===== src/rtl/umd_pkg.sv =====
// Purpose: constants and carriers for the rs-485 multidrop and direction control block
// Assumes: apb with 32-bit data, one clock
// Notes: byte addresses, one aligned word per register
package umd_pkg;

  // ************************************************************
  // register map
  // ************************************************************
  localparam logic [7:0] ADDR_EXTRA_FEATURES = 8'h00;
  localparam logic [7:0] ADDR_ENHANCED = 8'h04;
  localparam logic [7:0] ADDR_SECOND_XOFF = 8'h08;
  localparam logic [7:0] ADDR_LINE_CONTROL = 8'h0c;
  localparam logic [7:0] ADDR_INT_ENABLE = 8'h10;
  localparam logic [7:0] ADDR_MODEM_CONTROL = 8'h14;
  localparam logic [7:0] ADDR_STATE = 8'h18;
  localparam logic [7:0] ADDR_IRQ_STATUS = 8'h1c;
  localparam logic [7:0] ADDR_IRQ_MASK = 8'h20;

  // ************************************************************
  // field positions
  // ************************************************************
  localparam int EF_IRDA_QUARTER = 7;
  localparam int EF_DIR_INVERT = 5;
  localparam int EF_TX_DRIVES_DIR = 4;
  localparam int EF_TX_OFF = 2;
  localparam int EF_RX_OFF = 1;
  localparam int EF_NINE_BIT = 0;
  localparam logic [7:0] EF_WRITABLE = 8'hb7;
  localparam int ENH_AUTO_FLOW_RTS = 6;
  localparam int ENH_SPECIAL_DETECT = 5;
  localparam int IER_LINE_STATUS = 2;
  localparam int MCR_MANUAL_RTS = 1;
  localparam int ST_RTS_LEVEL = 0;
  localparam int ST_TRANSMITTING = 1;
  localparam int ST_RX_ENABLED = 2;
  localparam int ST_TX_ENABLED = 3;

  // ************************************************************
  // events
  // ************************************************************
  localparam int IRQ_WIDTH = 4;
  localparam int IRQ_ADDR_ACCEPT = 0;
  localparam int IRQ_ADDR_REJECT = 1;
  localparam int IRQ_TX_DONE = 2;
  localparam int IRQ_LINE_STATUS = 3;

  // ************************************************************
  // reset values
  // ************************************************************
  localparam logic [7:0] RST_EXTRA_FEATURES = 8'h00;
  localparam logic [7:0] RST_BYTE = 8'h00;
  localparam logic [IRQ_WIDTH-1:0] RST_IRQ = 4'h0;

  typedef struct packed {
    logic [7:0] data;
    logic ninth;
    logic parity_error;
  } umd_char_type;

endpackage : umd_pkg


===== src/rtl/umd_rs485_control.sv =====
// Purpose: extra-features control of one uart channel: infrared pulse select, tx/rx disable,
//          automatic rs-485 direction over rts, 9-bit multidrop address handling
// Assumes: apb slave on pclk; uart shifters and fifos on the same clock
// Notes: the shifter only stops loading new characters while the transmitter is off
// How it works
// ef bit 7 picks infrared pulse: 0 is 3/16, 1 is 1/4.
// ef bit 5 inverts rts level while direction mode transmits or receives.
// ef bit 4 hands rts to transmitter, over manual and flow control.
// rts asserts on host fifo write, releases after last bit leaves.
// software turns hardware flow control off before direction mode.
// ef bit 2 stops sending; fifo still fills; current character completes.
// ef bit 1 stops receiving now, partial shift content flushed to fifo.
// ef bit 0 selects multidrop 9-bit mode; ninth bit marks addresses.
// software sets forced parity 0 and no special detect for plain multidrop.
// plain multidrop, receiver off: drop ninth-bit-0 characters, await an address.
// address character pushed with parity error, line status event if enabled.
// controller enables receiver only when address equals its own identifier.
// enabled receiver takes data; next address flagged parity error again.
// auto detect drops data and non-matching addresses while waiting.
// matching address enables receiver, pushed with ninth bit as error flag.
// non-matching address while enabled disables receiver, character dropped.
// reserved ef bits 6 and 3 read zero, writes ignored.
module umd_rs485_control
  import umd_pkg::*;
(
  input wire logic pclk,
  input wire logic presetn,
  input wire logic psel,
  input wire logic penable,
  input wire logic pwrite,
  input wire logic [31:0] paddr,
  input wire logic [31:0] pwdata,
  output logic [31:0] prdata,
  output logic pready,
  output logic pslverr,
  input wire logic tx_fifo_write,
  input wire logic tx_all_sent,
  output logic tx_load_allow,
  input wire logic flow_rts_n,
  output logic rts_n,
  input wire umd_char_type rx_char,
  input wire logic rx_char_valid,
  output umd_char_type rx_push_char,
  output logic rx_push,
  output logic rx_enabled,
  output logic rx_flush,
  output logic line_status_event,
  output logic irda_quarter_pulse,
  output logic [7:0] line_control,
  output logic irq
);

  // ************************************************************
  // registers
  // ************************************************************
  logic [7:0] extra_features_control_reg;
  logic [7:0] extra_features_control_next;
  logic [7:0] enhanced_reg;
  logic [7:0] second_xoff_reg;
  logic [7:0] line_control_reg;
  logic [7:0] int_enable_reg;
  logic [7:0] modem_control_reg;
  logic [IRQ_WIDTH-1:0] irq_status_reg;
  logic [IRQ_WIDTH-1:0] irq_mask_reg;
  logic transmitting_reg;
  logic tx_all_sent_reg;
  logic [31:0] prdata_reg;
  logic pslverr_reg;
  umd_char_type rx_push_char_reg;
  logic rx_push_reg;
  logic rx_flush_reg;
  logic line_status_event_reg;

  // ************************************************************
  // bus decode
  // ************************************************************
  wire logic setup_phase = psel & ~penable;
  wire logic wr_done = psel & penable & pwrite;
  wire logic [7:0] addr_low = paddr[7:0];
  wire logic addr_upper_zero = (paddr[31:8] == 24'h000000);

  function automatic logic hit(input logic [7:0] a, input logic [7:0] reg_addr, input logic upper_zero);
    hit = upper_zero & (a == reg_addr);
  endfunction : hit

  wire logic hit_ef = hit(addr_low, ADDR_EXTRA_FEATURES, addr_upper_zero);
  wire logic hit_enh = hit(addr_low, ADDR_ENHANCED, addr_upper_zero);
  wire logic hit_xoff = hit(addr_low, ADDR_SECOND_XOFF, addr_upper_zero);
  wire logic hit_lcr = hit(addr_low, ADDR_LINE_CONTROL, addr_upper_zero);
  wire logic hit_ier = hit(addr_low, ADDR_INT_ENABLE, addr_upper_zero);
  wire logic hit_mcr = hit(addr_low, ADDR_MODEM_CONTROL, addr_upper_zero);
  wire logic hit_state = hit(addr_low, ADDR_STATE, addr_upper_zero);
  wire logic hit_irqs = hit(addr_low, ADDR_IRQ_STATUS, addr_upper_zero);
  wire logic hit_irqm = hit(addr_low, ADDR_IRQ_MASK, addr_upper_zero);
  wire logic hit_any = hit_ef | hit_enh | hit_xoff | hit_lcr | hit_ier | hit_mcr | hit_state | hit_irqs | hit_irqm;

  // ************************************************************
  // write strobes
  // ************************************************************
  // state register is read only, so it has no strobe
  wire logic wr_ef = wr_done & hit_ef;
  wire logic wr_enh = wr_done & hit_enh;
  wire logic wr_xoff = wr_done & hit_xoff;
  wire logic wr_lcr = wr_done & hit_lcr;
  wire logic wr_ier = wr_done & hit_ier;
  wire logic wr_mcr = wr_done & hit_mcr;
  wire logic wr_irqm = wr_done & hit_irqm;

  // ************************************************************
  // mode fields
  // ************************************************************
  wire logic nine_bit_mode = extra_features_control_reg[EF_NINE_BIT];
  wire logic receiver_off = extra_features_control_reg[EF_RX_OFF];
  wire logic transmitter_off = extra_features_control_reg[EF_TX_OFF];
  wire logic tx_drives_dir = extra_features_control_reg[EF_TX_DRIVES_DIR];
  wire logic dir_invert = extra_features_control_reg[EF_DIR_INVERT];
  wire logic special_detect = enhanced_reg[ENH_SPECIAL_DETECT];
  wire logic auto_flow_rts = enhanced_reg[ENH_AUTO_FLOW_RTS];
  wire logic line_irq_on = int_enable_reg[IER_LINE_STATUS];

  // ************************************************************
  // receive filter
  // ************************************************************
  wire logic is_address = rx_char_valid & nine_bit_mode & rx_char.ninth;
  wire logic is_data = rx_char_valid & ~(nine_bit_mode & rx_char.ninth);
  wire logic addr_match = (rx_char.data == second_xoff_reg);
  wire logic auto_detect = nine_bit_mode & special_detect;
  // plain multidrop: every address goes to the fifo flagged as parity error
  wire logic plain_addr_push = is_address & ~auto_detect;

  // ************************************************************
  // auto address detection
  // ************************************************************
  // only the programmed address passes; a miss while enabled turns the receiver off
  wire logic auto_addr_accept = is_address & auto_detect & addr_match;
  wire logic auto_addr_reject = is_address & auto_detect & ~addr_match & ~receiver_off;

  // ************************************************************
  // push decision
  // ************************************************************
  // data passes only while the receiver is on, otherwise dropped
  wire logic data_push = is_data & ~receiver_off;
  wire logic push_now = plain_addr_push | auto_addr_accept | data_push;
  wire logic push_perr = (plain_addr_push | auto_addr_accept) ? 1'b1 : rx_char.parity_error;
  wire logic line_event_now = push_now & push_perr & line_irq_on;

  // ************************************************************
  // extra features register update
  // ************************************************************
  // hardware enable/disable of the receiver wins over a software write in the same cycle
  always_comb begin
    extra_features_control_next = extra_features_control_reg;
    if (wr_ef) begin
      extra_features_control_next = pwdata[7:0] & EF_WRITABLE;
    end
    if (auto_addr_accept) begin
      extra_features_control_next[EF_RX_OFF] = 1'b0;
    end else if (auto_addr_reject) begin
      extra_features_control_next[EF_RX_OFF] = 1'b1;
    end
  end

  always_ff @(posedge pclk or negedge presetn) begin
    if (!presetn) begin
      extra_features_control_reg <= RST_EXTRA_FEATURES;
    end else begin
      extra_features_control_reg <= extra_features_control_next;
    end
  end

  always_ff @(posedge pclk or negedge presetn) begin
    if (!presetn) begin
      enhanced_reg <= RST_BYTE;
    end else if (wr_enh) begin
      enhanced_reg <= pwdata[7:0];
    end
  end

  always_ff @(posedge pclk or negedge presetn) begin
    if (!presetn) begin
      second_xoff_reg <= RST_BYTE;
    end else if (wr_xoff) begin
      second_xoff_reg <= pwdata[7:0];
    end
  end

  always_ff @(posedge pclk or negedge presetn) begin
    if (!presetn) begin
      line_control_reg <= RST_BYTE;
    end else if (wr_lcr) begin
      line_control_reg <= pwdata[7:0];
    end
  end

  always_ff @(posedge pclk or negedge presetn) begin
    if (!presetn) begin
      int_enable_reg <= RST_BYTE;
    end else if (wr_ier) begin
      int_enable_reg <= pwdata[7:0];
    end
  end

  always_ff @(posedge pclk or negedge presetn) begin
    if (!presetn) begin
      modem_control_reg <= RST_BYTE;
    end else if (wr_mcr) begin
      modem_control_reg <= pwdata[7:0];
    end
  end

  always_ff @(posedge pclk or negedge presetn) begin
    if (!presetn) begin
      irq_mask_reg <= RST_IRQ;
    end else if (wr_irqm) begin
      irq_mask_reg <= pwdata[IRQ_WIDTH-1:0];
    end
  end

  // ************************************************************
  // receive outputs
  // ************************************************************
  // rising edge of the disable bit asks the deserializer to flush its partial character
  wire logic rx_off_rise = extra_features_control_next[EF_RX_OFF] & ~receiver_off;

  always_ff @(posedge pclk or negedge presetn) begin
    if (!presetn) begin
      rx_push_reg <= 1'b0;
      rx_push_char_reg <= '0;
      rx_flush_reg <= 1'b0;
      line_status_event_reg <= 1'b0;
    end else begin
      rx_push_reg <= push_now;
      rx_flush_reg <= rx_off_rise;
      line_status_event_reg <= line_event_now;
      if (push_now) begin
        rx_push_char_reg <= '{data: rx_char.data, ninth: rx_char.ninth, parity_error: push_perr};
      end
    end
  end

  // ************************************************************
  // direction control
  // ************************************************************
  // transmitting from the host write until the line reports the last bit gone
  wire logic tx_done_now = tx_all_sent & ~tx_all_sent_reg & transmitting_reg & ~tx_fifo_write;

  always_ff @(posedge pclk or negedge presetn) begin
    if (!presetn) begin
      transmitting_reg <= 1'b0;
      tx_all_sent_reg <= 1'b1;
    end else begin
      tx_all_sent_reg <= tx_all_sent;
      if (tx_fifo_write) begin
        transmitting_reg <= 1'b1;
      end else if (tx_done_now) begin
        transmitting_reg <= 1'b0;
      end
    end
  end

  // direction level: low while sending unless inverted
  wire logic dir_level = transmitting_reg ^ ~dir_invert;
  wire logic manual_rts_n = ~modem_control_reg[MCR_MANUAL_RTS];
  // without direction mode the flow logic owns rts when enabled, else the manual bit
  wire logic undirected_rts_n = auto_flow_rts ? flow_rts_n : manual_rts_n;
  wire logic rts_sel = tx_drives_dir ? dir_level : undirected_rts_n;

  // ************************************************************
  // interrupt status
  // ************************************************************
  // events per bit: address taken, address refused, send done, line status
  logic [IRQ_WIDTH-1:0] irq_event;
  assign irq_event[IRQ_ADDR_ACCEPT] = plain_addr_push | auto_addr_accept;
  assign irq_event[IRQ_ADDR_REJECT] = auto_addr_reject;
  assign irq_event[IRQ_TX_DONE] = tx_done_now;
  assign irq_event[IRQ_LINE_STATUS] = line_event_now;
  wire logic irq_clear_wr = wr_done & hit_irqs;

  genvar gi;
  generate
    for (gi = 0; gi < IRQ_WIDTH; gi++) begin : g_irq
      // a new event wins over a write-one clear
      always_ff @(posedge pclk or negedge presetn) begin
        if (!presetn) begin
          irq_status_reg[gi] <= 1'b0;
        end else if (irq_event[gi]) begin
          irq_status_reg[gi] <= 1'b1;
        end else if (irq_clear_wr && pwdata[gi]) begin
          irq_status_reg[gi] <= 1'b0;
        end
      end
    end
  endgenerate

  // ************************************************************
  // read path
  // ************************************************************
  logic [31:0] read_mux;
  wire logic [7:0] state_word = {4'h0, ~transmitter_off, ~receiver_off, transmitting_reg, rts_n};

  always_comb begin
    read_mux = 32'h00000000;
    unique case (1'b1)
      hit_ef: read_mux[7:0] = extra_features_control_reg;
      hit_enh: read_mux[7:0] = enhanced_reg;
      hit_xoff: read_mux[7:0] = second_xoff_reg;
      hit_lcr: read_mux[7:0] = line_control_reg;
      hit_ier: read_mux[7:0] = int_enable_reg;
      hit_mcr: read_mux[7:0] = modem_control_reg;
      hit_state: read_mux[7:0] = state_word;
      hit_irqs: read_mux[IRQ_WIDTH-1:0] = irq_status_reg;
      hit_irqm: read_mux[IRQ_WIDTH-1:0] = irq_mask_reg;
      default: read_mux = 32'h00000000;
    endcase
  end

  // read data and error are caught in the setup cycle, ready in the first access cycle
  always_ff @(posedge pclk or negedge presetn) begin
    if (!presetn) begin
      prdata_reg <= 32'h00000000;
      pslverr_reg <= 1'b0;
    end else if (setup_phase) begin
      prdata_reg <= pwrite ? 32'h00000000 : read_mux;
      pslverr_reg <= ~hit_any;
    end
  end

  // ************************************************************
  // outputs
  // ************************************************************
  assign prdata = prdata_reg;
  assign pready = psel & penable;
  assign pslverr = psel & penable & pslverr_reg;
  assign tx_load_allow = ~transmitter_off;
  assign rts_n = rts_sel;
  assign rx_push_char = rx_push_char_reg;
  assign rx_push = rx_push_reg;
  assign rx_enabled = ~receiver_off;
  assign rx_flush = rx_flush_reg;
  assign line_status_event = line_status_event_reg;
  assign irda_quarter_pulse = extra_features_control_reg[EF_IRDA_QUARTER];
  assign line_control = line_control_reg;
  assign irq = |(irq_status_reg & irq_mask_reg);

endmodule : umd_rs485_control


===== config.mk =====
export PLATFORM = sky130hd
export DESIGN_NAME = umd_rs485_control
export DESIGN_NICKNAME = d
export VERILOG_FILES = /design/src/rtl/umd_pkg.sv /design/src/rtl/umd_rs485_control.sv
export SDC_FILE = /design/constraint.sdc
export NUM_CORES = 1
export LEC_CHECK = 0
export BUFFER_PORTS_ARGS = -buffer_cell sky130_fd_sc_hd__buf_2
export CORE_UTILIZATION = 48
export CTS_CLUSTER_SIZE = 30
export DETAILED_ROUTE_END_ITERATION = 6
export MAX_ROUTING_LAYER = met4
export PLACE_DENSITY_LB_ADDON = 0.12
export SYNTH_ARGS = -nofsm -noshare
export SYNTH_HDL_FRONTEND = slang
export SYNTH_SLANG_ARGS = --single-unit

===== constraint.sdc =====
create_clock -name pclk -period 2.1 [get_ports pclk]
set_input_delay 0 -clock pclk [delete_from_list [all_inputs] [get_ports pclk]]
set_output_delay 0 -clock pclk [all_outputs]
set_load 0.02 [all_outputs]

## Word level (Yosys, flattened, before mapping)

Index checks and enable logic that the tools add are counted.

| storage, ports and cells | value |
|---|---|
| register bits | 102 |
| bits in latches | 0 |
| memory bits (writable) | 0 |
| memory bits (read-only) | 0 |
| input bits | 83 |
| word-level logic and storage cells | 123 |
| memories | 0 |

| operators by class | value |
|---|---|
| add/subtract/negate cells | 0 |
| $mul | 0 |
| divide/modulo/power cells | 0 |
| $lt $le $gt $ge | 0 |
| equal/unequal tests | 9 |
| shifts and indexed selects | 0 |
| mux-type cells | 19 |
| bitwise operators | 61 |
| reduce and logical (&&, ||, !) cells | 12 |

Operators with widths:

| operator | count |
|---|---|
| $and A1 B1 Y1 | 38 |
| $pmux W4 S9 | 1 |
| $eq A8 B5 Y1 const B | 4 |
| $logic_not A24 Y1 | 1 |
| $pmux W4 S6 | 1 |
| $eq A8 B4 Y1 const B | 2 |
| $mux W1 | 15 |
| $not A1 Y1 | 11 |
| $or A1 B1 Y1 | 10 |
| $reduce_bool A2 Y1 | 5 |
| $eq A8 B3 Y1 const B | 1 |
| $eq A8 B6 Y1 const B | 1 |
| $eq A8 B8 Y1 | 1 |
| $logic_not A8 Y1 | 1 |
| $mux W8 | 1 |
| $and A4 B4 Y4 | 1 |
| $logic_and A1 B1 Y1 | 4 |
| $reduce_or A4 Y1 | 1 |
| $mux W2 | 1 |
| $xor A1 B1 Y1 | 1 |

## Depth between registers and ports, before layout

| depth | value |
|---|---|
| word-level depth | 11 |
| mapped depth | 8 |

## Least setup slack after synthesis

No wires, ideal clock.

| timing | value |
|---|---|
| path kind | input to register |
| start point | input port paddr[22] |
| end point | register int_enable_reg[0] |
| library setup time | 125 ps |
| arrival time | 1485 ps |
| data required time | 1975 ps |
| setup slack | 490 ps |
| stages on the path | 7 |
| path buffers | 2 |
| cell sequence | nor4_4 -> nand4_4 -> nor3_4 -> buf_6 -> and3_4 -> buf_12 -> mux2_4 |

| between the ends | value |
|---|---|
| longest elaborated chain between the ends | 3 |

RTL lines:

| item | RTL line | RTL |
|---|---|---|
| start, declared | umd_rs485_control.sv:31 | `input wire logic [31:0] paddr,` |
| $logic_not A24 Y1 | umd_rs485_control.sv:80 | `wire logic addr_upper_zero = (paddr[31:8] == 24'h000000);` |
| $and A1 B1 Y1 | umd_rs485_control.sv:83 | `hit = upper_zero & (a == reg_addr);` |
| $and A1 B1 Y1 | umd_rs485_control.sv:105 | `wire logic wr_ier = wr_done & hit_ier;` |
| end signal, assigned | umd_rs485_control.sv:199 | `int_enable_reg <= pwdata[7:0];` |
| end, declared | umd_rs485_control.sv:61 | `logic [7:0] int_enable_reg;` |

Every way passes these cells.
A chain may end at the register's enable or synchronous reset.

## Worst setup path in the final report

| timing | value |
|---|---|
| start point | register second_xoff_reg[2] |
| end point | register rx_push_char_reg (netlist bit rx_push_char[9]) |

| between the ends | value |
|---|---|
| longest elaborated chain between the ends | 4 |

RTL lines:

| item | RTL line | RTL |
|---|---|---|
| start, declared | umd_rs485_control.sv:59 | `logic [7:0] second_xoff_reg;` |
| start signal, assigned | umd_rs485_control.sv:183 | `second_xoff_reg <= pwdata[7:0];` |
| $eq A8 B8 Y1 | umd_rs485_control.sv:126 | `wire logic addr_match = (rx_char.data == second_xoff_reg);` |
| $and A1 B1 Y1 | umd_rs485_control.sv:135 | `wire logic auto_addr_accept = is_address & auto_detect & addr_match;` |
| $or A1 B1 Y1 (2 in series) | umd_rs485_control.sv:143 | `wire logic push_now = plain_addr_push \| auto_addr_accept \| data_push;` |
| end signal, assigned | umd_rs485_control.sv:236 | `rx_push_char_reg <= '{data: rx_char.data, ninth: rx_char.ninth, parity_error: push_perr};` |
| end, declared | umd_rs485_control.sv:69 | `umd_char_type rx_push_char_reg;` |

Every way passes these cells.

==> results_dict.tcl <==
set metrics [dict create \
    max-cap-violations 0 \
    report.final.hold_viol_count 0 \
    first_pass_iters 4 \
    clk-insertion-delay-late_ps 350 \
    cts_buffer_depth 2 \
    relSlewSlack_pct 60.7 \
    synthXorXnorAreaFrac_pct 1.88 \
    pwr_density_cell_nw_per_um2 609 \
    period_share_pct 87.4 \
    mappedNetlistArea_sq_um 4200 \
    grt_pass1_wl_microns 17000 \
    avgViaCountPerCell 5.62 \
    clk_pin_slew_ps 80 \
    n_antenna_cell 0 \
    worstPathMaxFanout 10 \
    synth.most_common_cell "dfrtp_1" \
    grt_overflow 0 \
    worst_slew_pin_slew_ps 590 \
    synth_edf_count 0 \
    timing.final.crit_period_ps 1830 \
    setup_viol 0 \
    synth-seq-area-share_pct 46.5 \
    ys_types 59 \
    switchingPower_mw 0.749 \
    internal_power_mw 2.44 \
    die_width_microns 95.5 \
    n_fill_cell 715 \
    placementRows 33 \
    yosys.area.top_type "dfrtp_1" \
    route.vias.total 3331 \
    core_area_sq_um 8340 \
    ys_warn_count 0 \
    initial_core_util_pct 50.3 \
    synth_top_family_by_area "multiplexers" \
    synth_fa_ha_area_share_pct 0 \
    holdWs_ps 35.6 \
    drc 0 \
    grt_pass1_vias 3292 \
    vdd_drop_max_uv 524 \
    fin_nets 567 \
    grt_max_degree 46 \
    avgRoutedWirePerCell_microns 17.8 \
    largest_reg_flops 10 \
    synth.mux.area_fraction_pct 17.7 \
    rsz0062_at_grt "false" \
    cts_tree "yes" \
    holdBufCountCts 20 \
    final_antenna_net_count 0 \
    cts_sinks 78 \
    gp_congestion 0.878 \
    status "completed" \
    drt_iter0_drc 166 \
    report.final.slew_viol_count 0 \
    end_kind "register" \
    leakagePower_nw 2.64 \
    synthSimpleGateAreaFrac_pct 17.4 \
    avgSynthCellArea_sq_um 11.8 \
    skew_ps 7.73 \
    netlist_instances 357 \
    io_buffer_count 94 \
    drive_above_1_share_pct 32.6 \
    critPathArrivalTime_ps 2070 \
    clock-root-buffer "clkbuf_8" \
    die_area_sq_um 9120 \
    ys.flop_type "dfrtp_1" \
    synthTopCellsByArea "dfrtp_1, mux2_1, buf_4" \
    critPathLaunchType "register" \
    p_seq_share_pct 47.5 \
    fp.dieH_microns 95.5 \
    yosysTopAreaCellShare_pct 45.9 \
    antenna_found_initial 0 \
    syn_to_final_growth_pct 24.7 \
    postCtsSetupBuffers 0 \
    ys_ff_latch 78 \
    setup_tns_ps 0 \
    htree_levels 3 \
    fmax_mhz 545 \
    grt_usage_pct 26.2 \
    clockPowerShare_pct 43.0 \
    crit_type "register to register" \
    routed_wl_microns 10500 \
    worstPathRequired_ps 2340 \
    cts_made_buffers 9 \
    synth_commonest_cells "dfrtp_1, mux2_1, buf_4, nand3_1, nand2_1" \
    cts_resized 0 \
    p_comb_share_pct 9.5 \
    dp_hpwl_microns 7740 \
    synth_compound_area_share_pct 9.36 \
    swShare_pct 23.5 \
    io_pins 143 \
    synthArstFlopShare_pct 100 \
    hold_path.class "input pin to register" \
]
logic make-up (layout without fill, tap and decap cells):
kind of cell | after synthesis | after routing
simple gates | 106 | 106
buf+inv | 46 | 154
other cells | 1 | 24
compound gates | 53 | 53
xor+xnor | 9 | 9
mux | 64 | 64
flops | 78 | 78
placed cells by master (no fill, tap or decap), types with 4 or more instances in the layout:
cell type      synthesis  routed
nand2_1               14      14
buf_2                  6      93
a21oi_1                6       6
nor2_1                10      10
mux2_2                 4       4
nor3_1                 4       4
nor4_1                 6       5
dlygate4sd3_1          0      20
o21ai_0                4       4
a22oi_1                6       6
xnor2_1                8       8
clkbuf_8               0      10
nand2b_1               4       4
conb_1                 1      24
nand3_1               24      24
o21ai_1                6       6
buf_4                 24      19
nor4_4                 4       4
a22o_1                 9       9
mux2_4                 8       8
and3_1                 8       8
mux2_1                47      47
inv_1                  6       6
dfrtp_1               77      77
and2_1                 4       4
mux2i_1                5       5
nand4_1                8       8
final timing paths:
kind / from / to / slack [ps] / depth (start not counted)
worst max-delay path: second_xoff_reg[2] / rx_push_char[9] / 270 / 5
worst max register to register: second_xoff_reg[2] / rx_push_char[9] / 270 / 5
max in group asynchronous: presetn / tx_all_sent_reg / 1300 / 3
min in group asynchronous: presetn / line_control[7] / 140 / 2
worst min register to register: prdata[2] / prdata[2] / 470 / 2
worst min-delay path: pwdata[2] / second_xoff_reg[2] / 40 / 2
worst max-delay path: stages, from the launching register on:
cell and delay, ps:
dfrtp_1 420, xnor2_1 140, nand4_1 150, o21ai_1 130, a21oi_2 500, mux2_1 380
power groups by stage:
stage                     logic (mW)  clock network (mW)  registers [mW]
after global routing           0.334                1.45            1.52
after CTS                      0.304                1.40            1.51
after floorplan                0.147                   0            1.55
final                          0.303                1.37            1.51
after global placement         0.270                   0            1.54
after detailed placement       0.275                   0            1.54
metrics by stage:
stage / setup WS [ps] / cell area (sq um) / utilization (%) / instances / power (mW)
6_report: 265 / 5230 / 62.8 / 593 / 3.19
5_1_grt: 90.4 / 5230 / 62.8 / 593 / 3.30
4_1_cts: 205 / 5230 / 62.8 / 593 / 3.22
3_5_place_dp: 218 / 4790 / 57.4 / 558 / 1.82
3_3_place_gp: 261 / 4790 / 57.4 / 558 / 1.81
2_1_floorplan: 490 / 4280 / - / 380 / 1.69
metal layers:
metal  vias to the layer above  track usage (%)  routed length [microns]
met2                       134             42.2                     5210
met5                         -                -                        0
met4                         0             7.84                      133
li1                       1531                -                        -
met1                      1653             33.4                     4530
met3                        13             5.18                      667
layout make-up:
cell class	count	area (sq um)	area share, %
timing repair buffer	133	828	15.8
clock inverter	5	106	2.03
tap	105	131	2.51
sequential	78	1950	37.3
inverter	6	22.5	0.430
multi-input combinational	256	2050	39.3
clock buffer	10	138	2.63
Power figures use the tool's default switching activity.
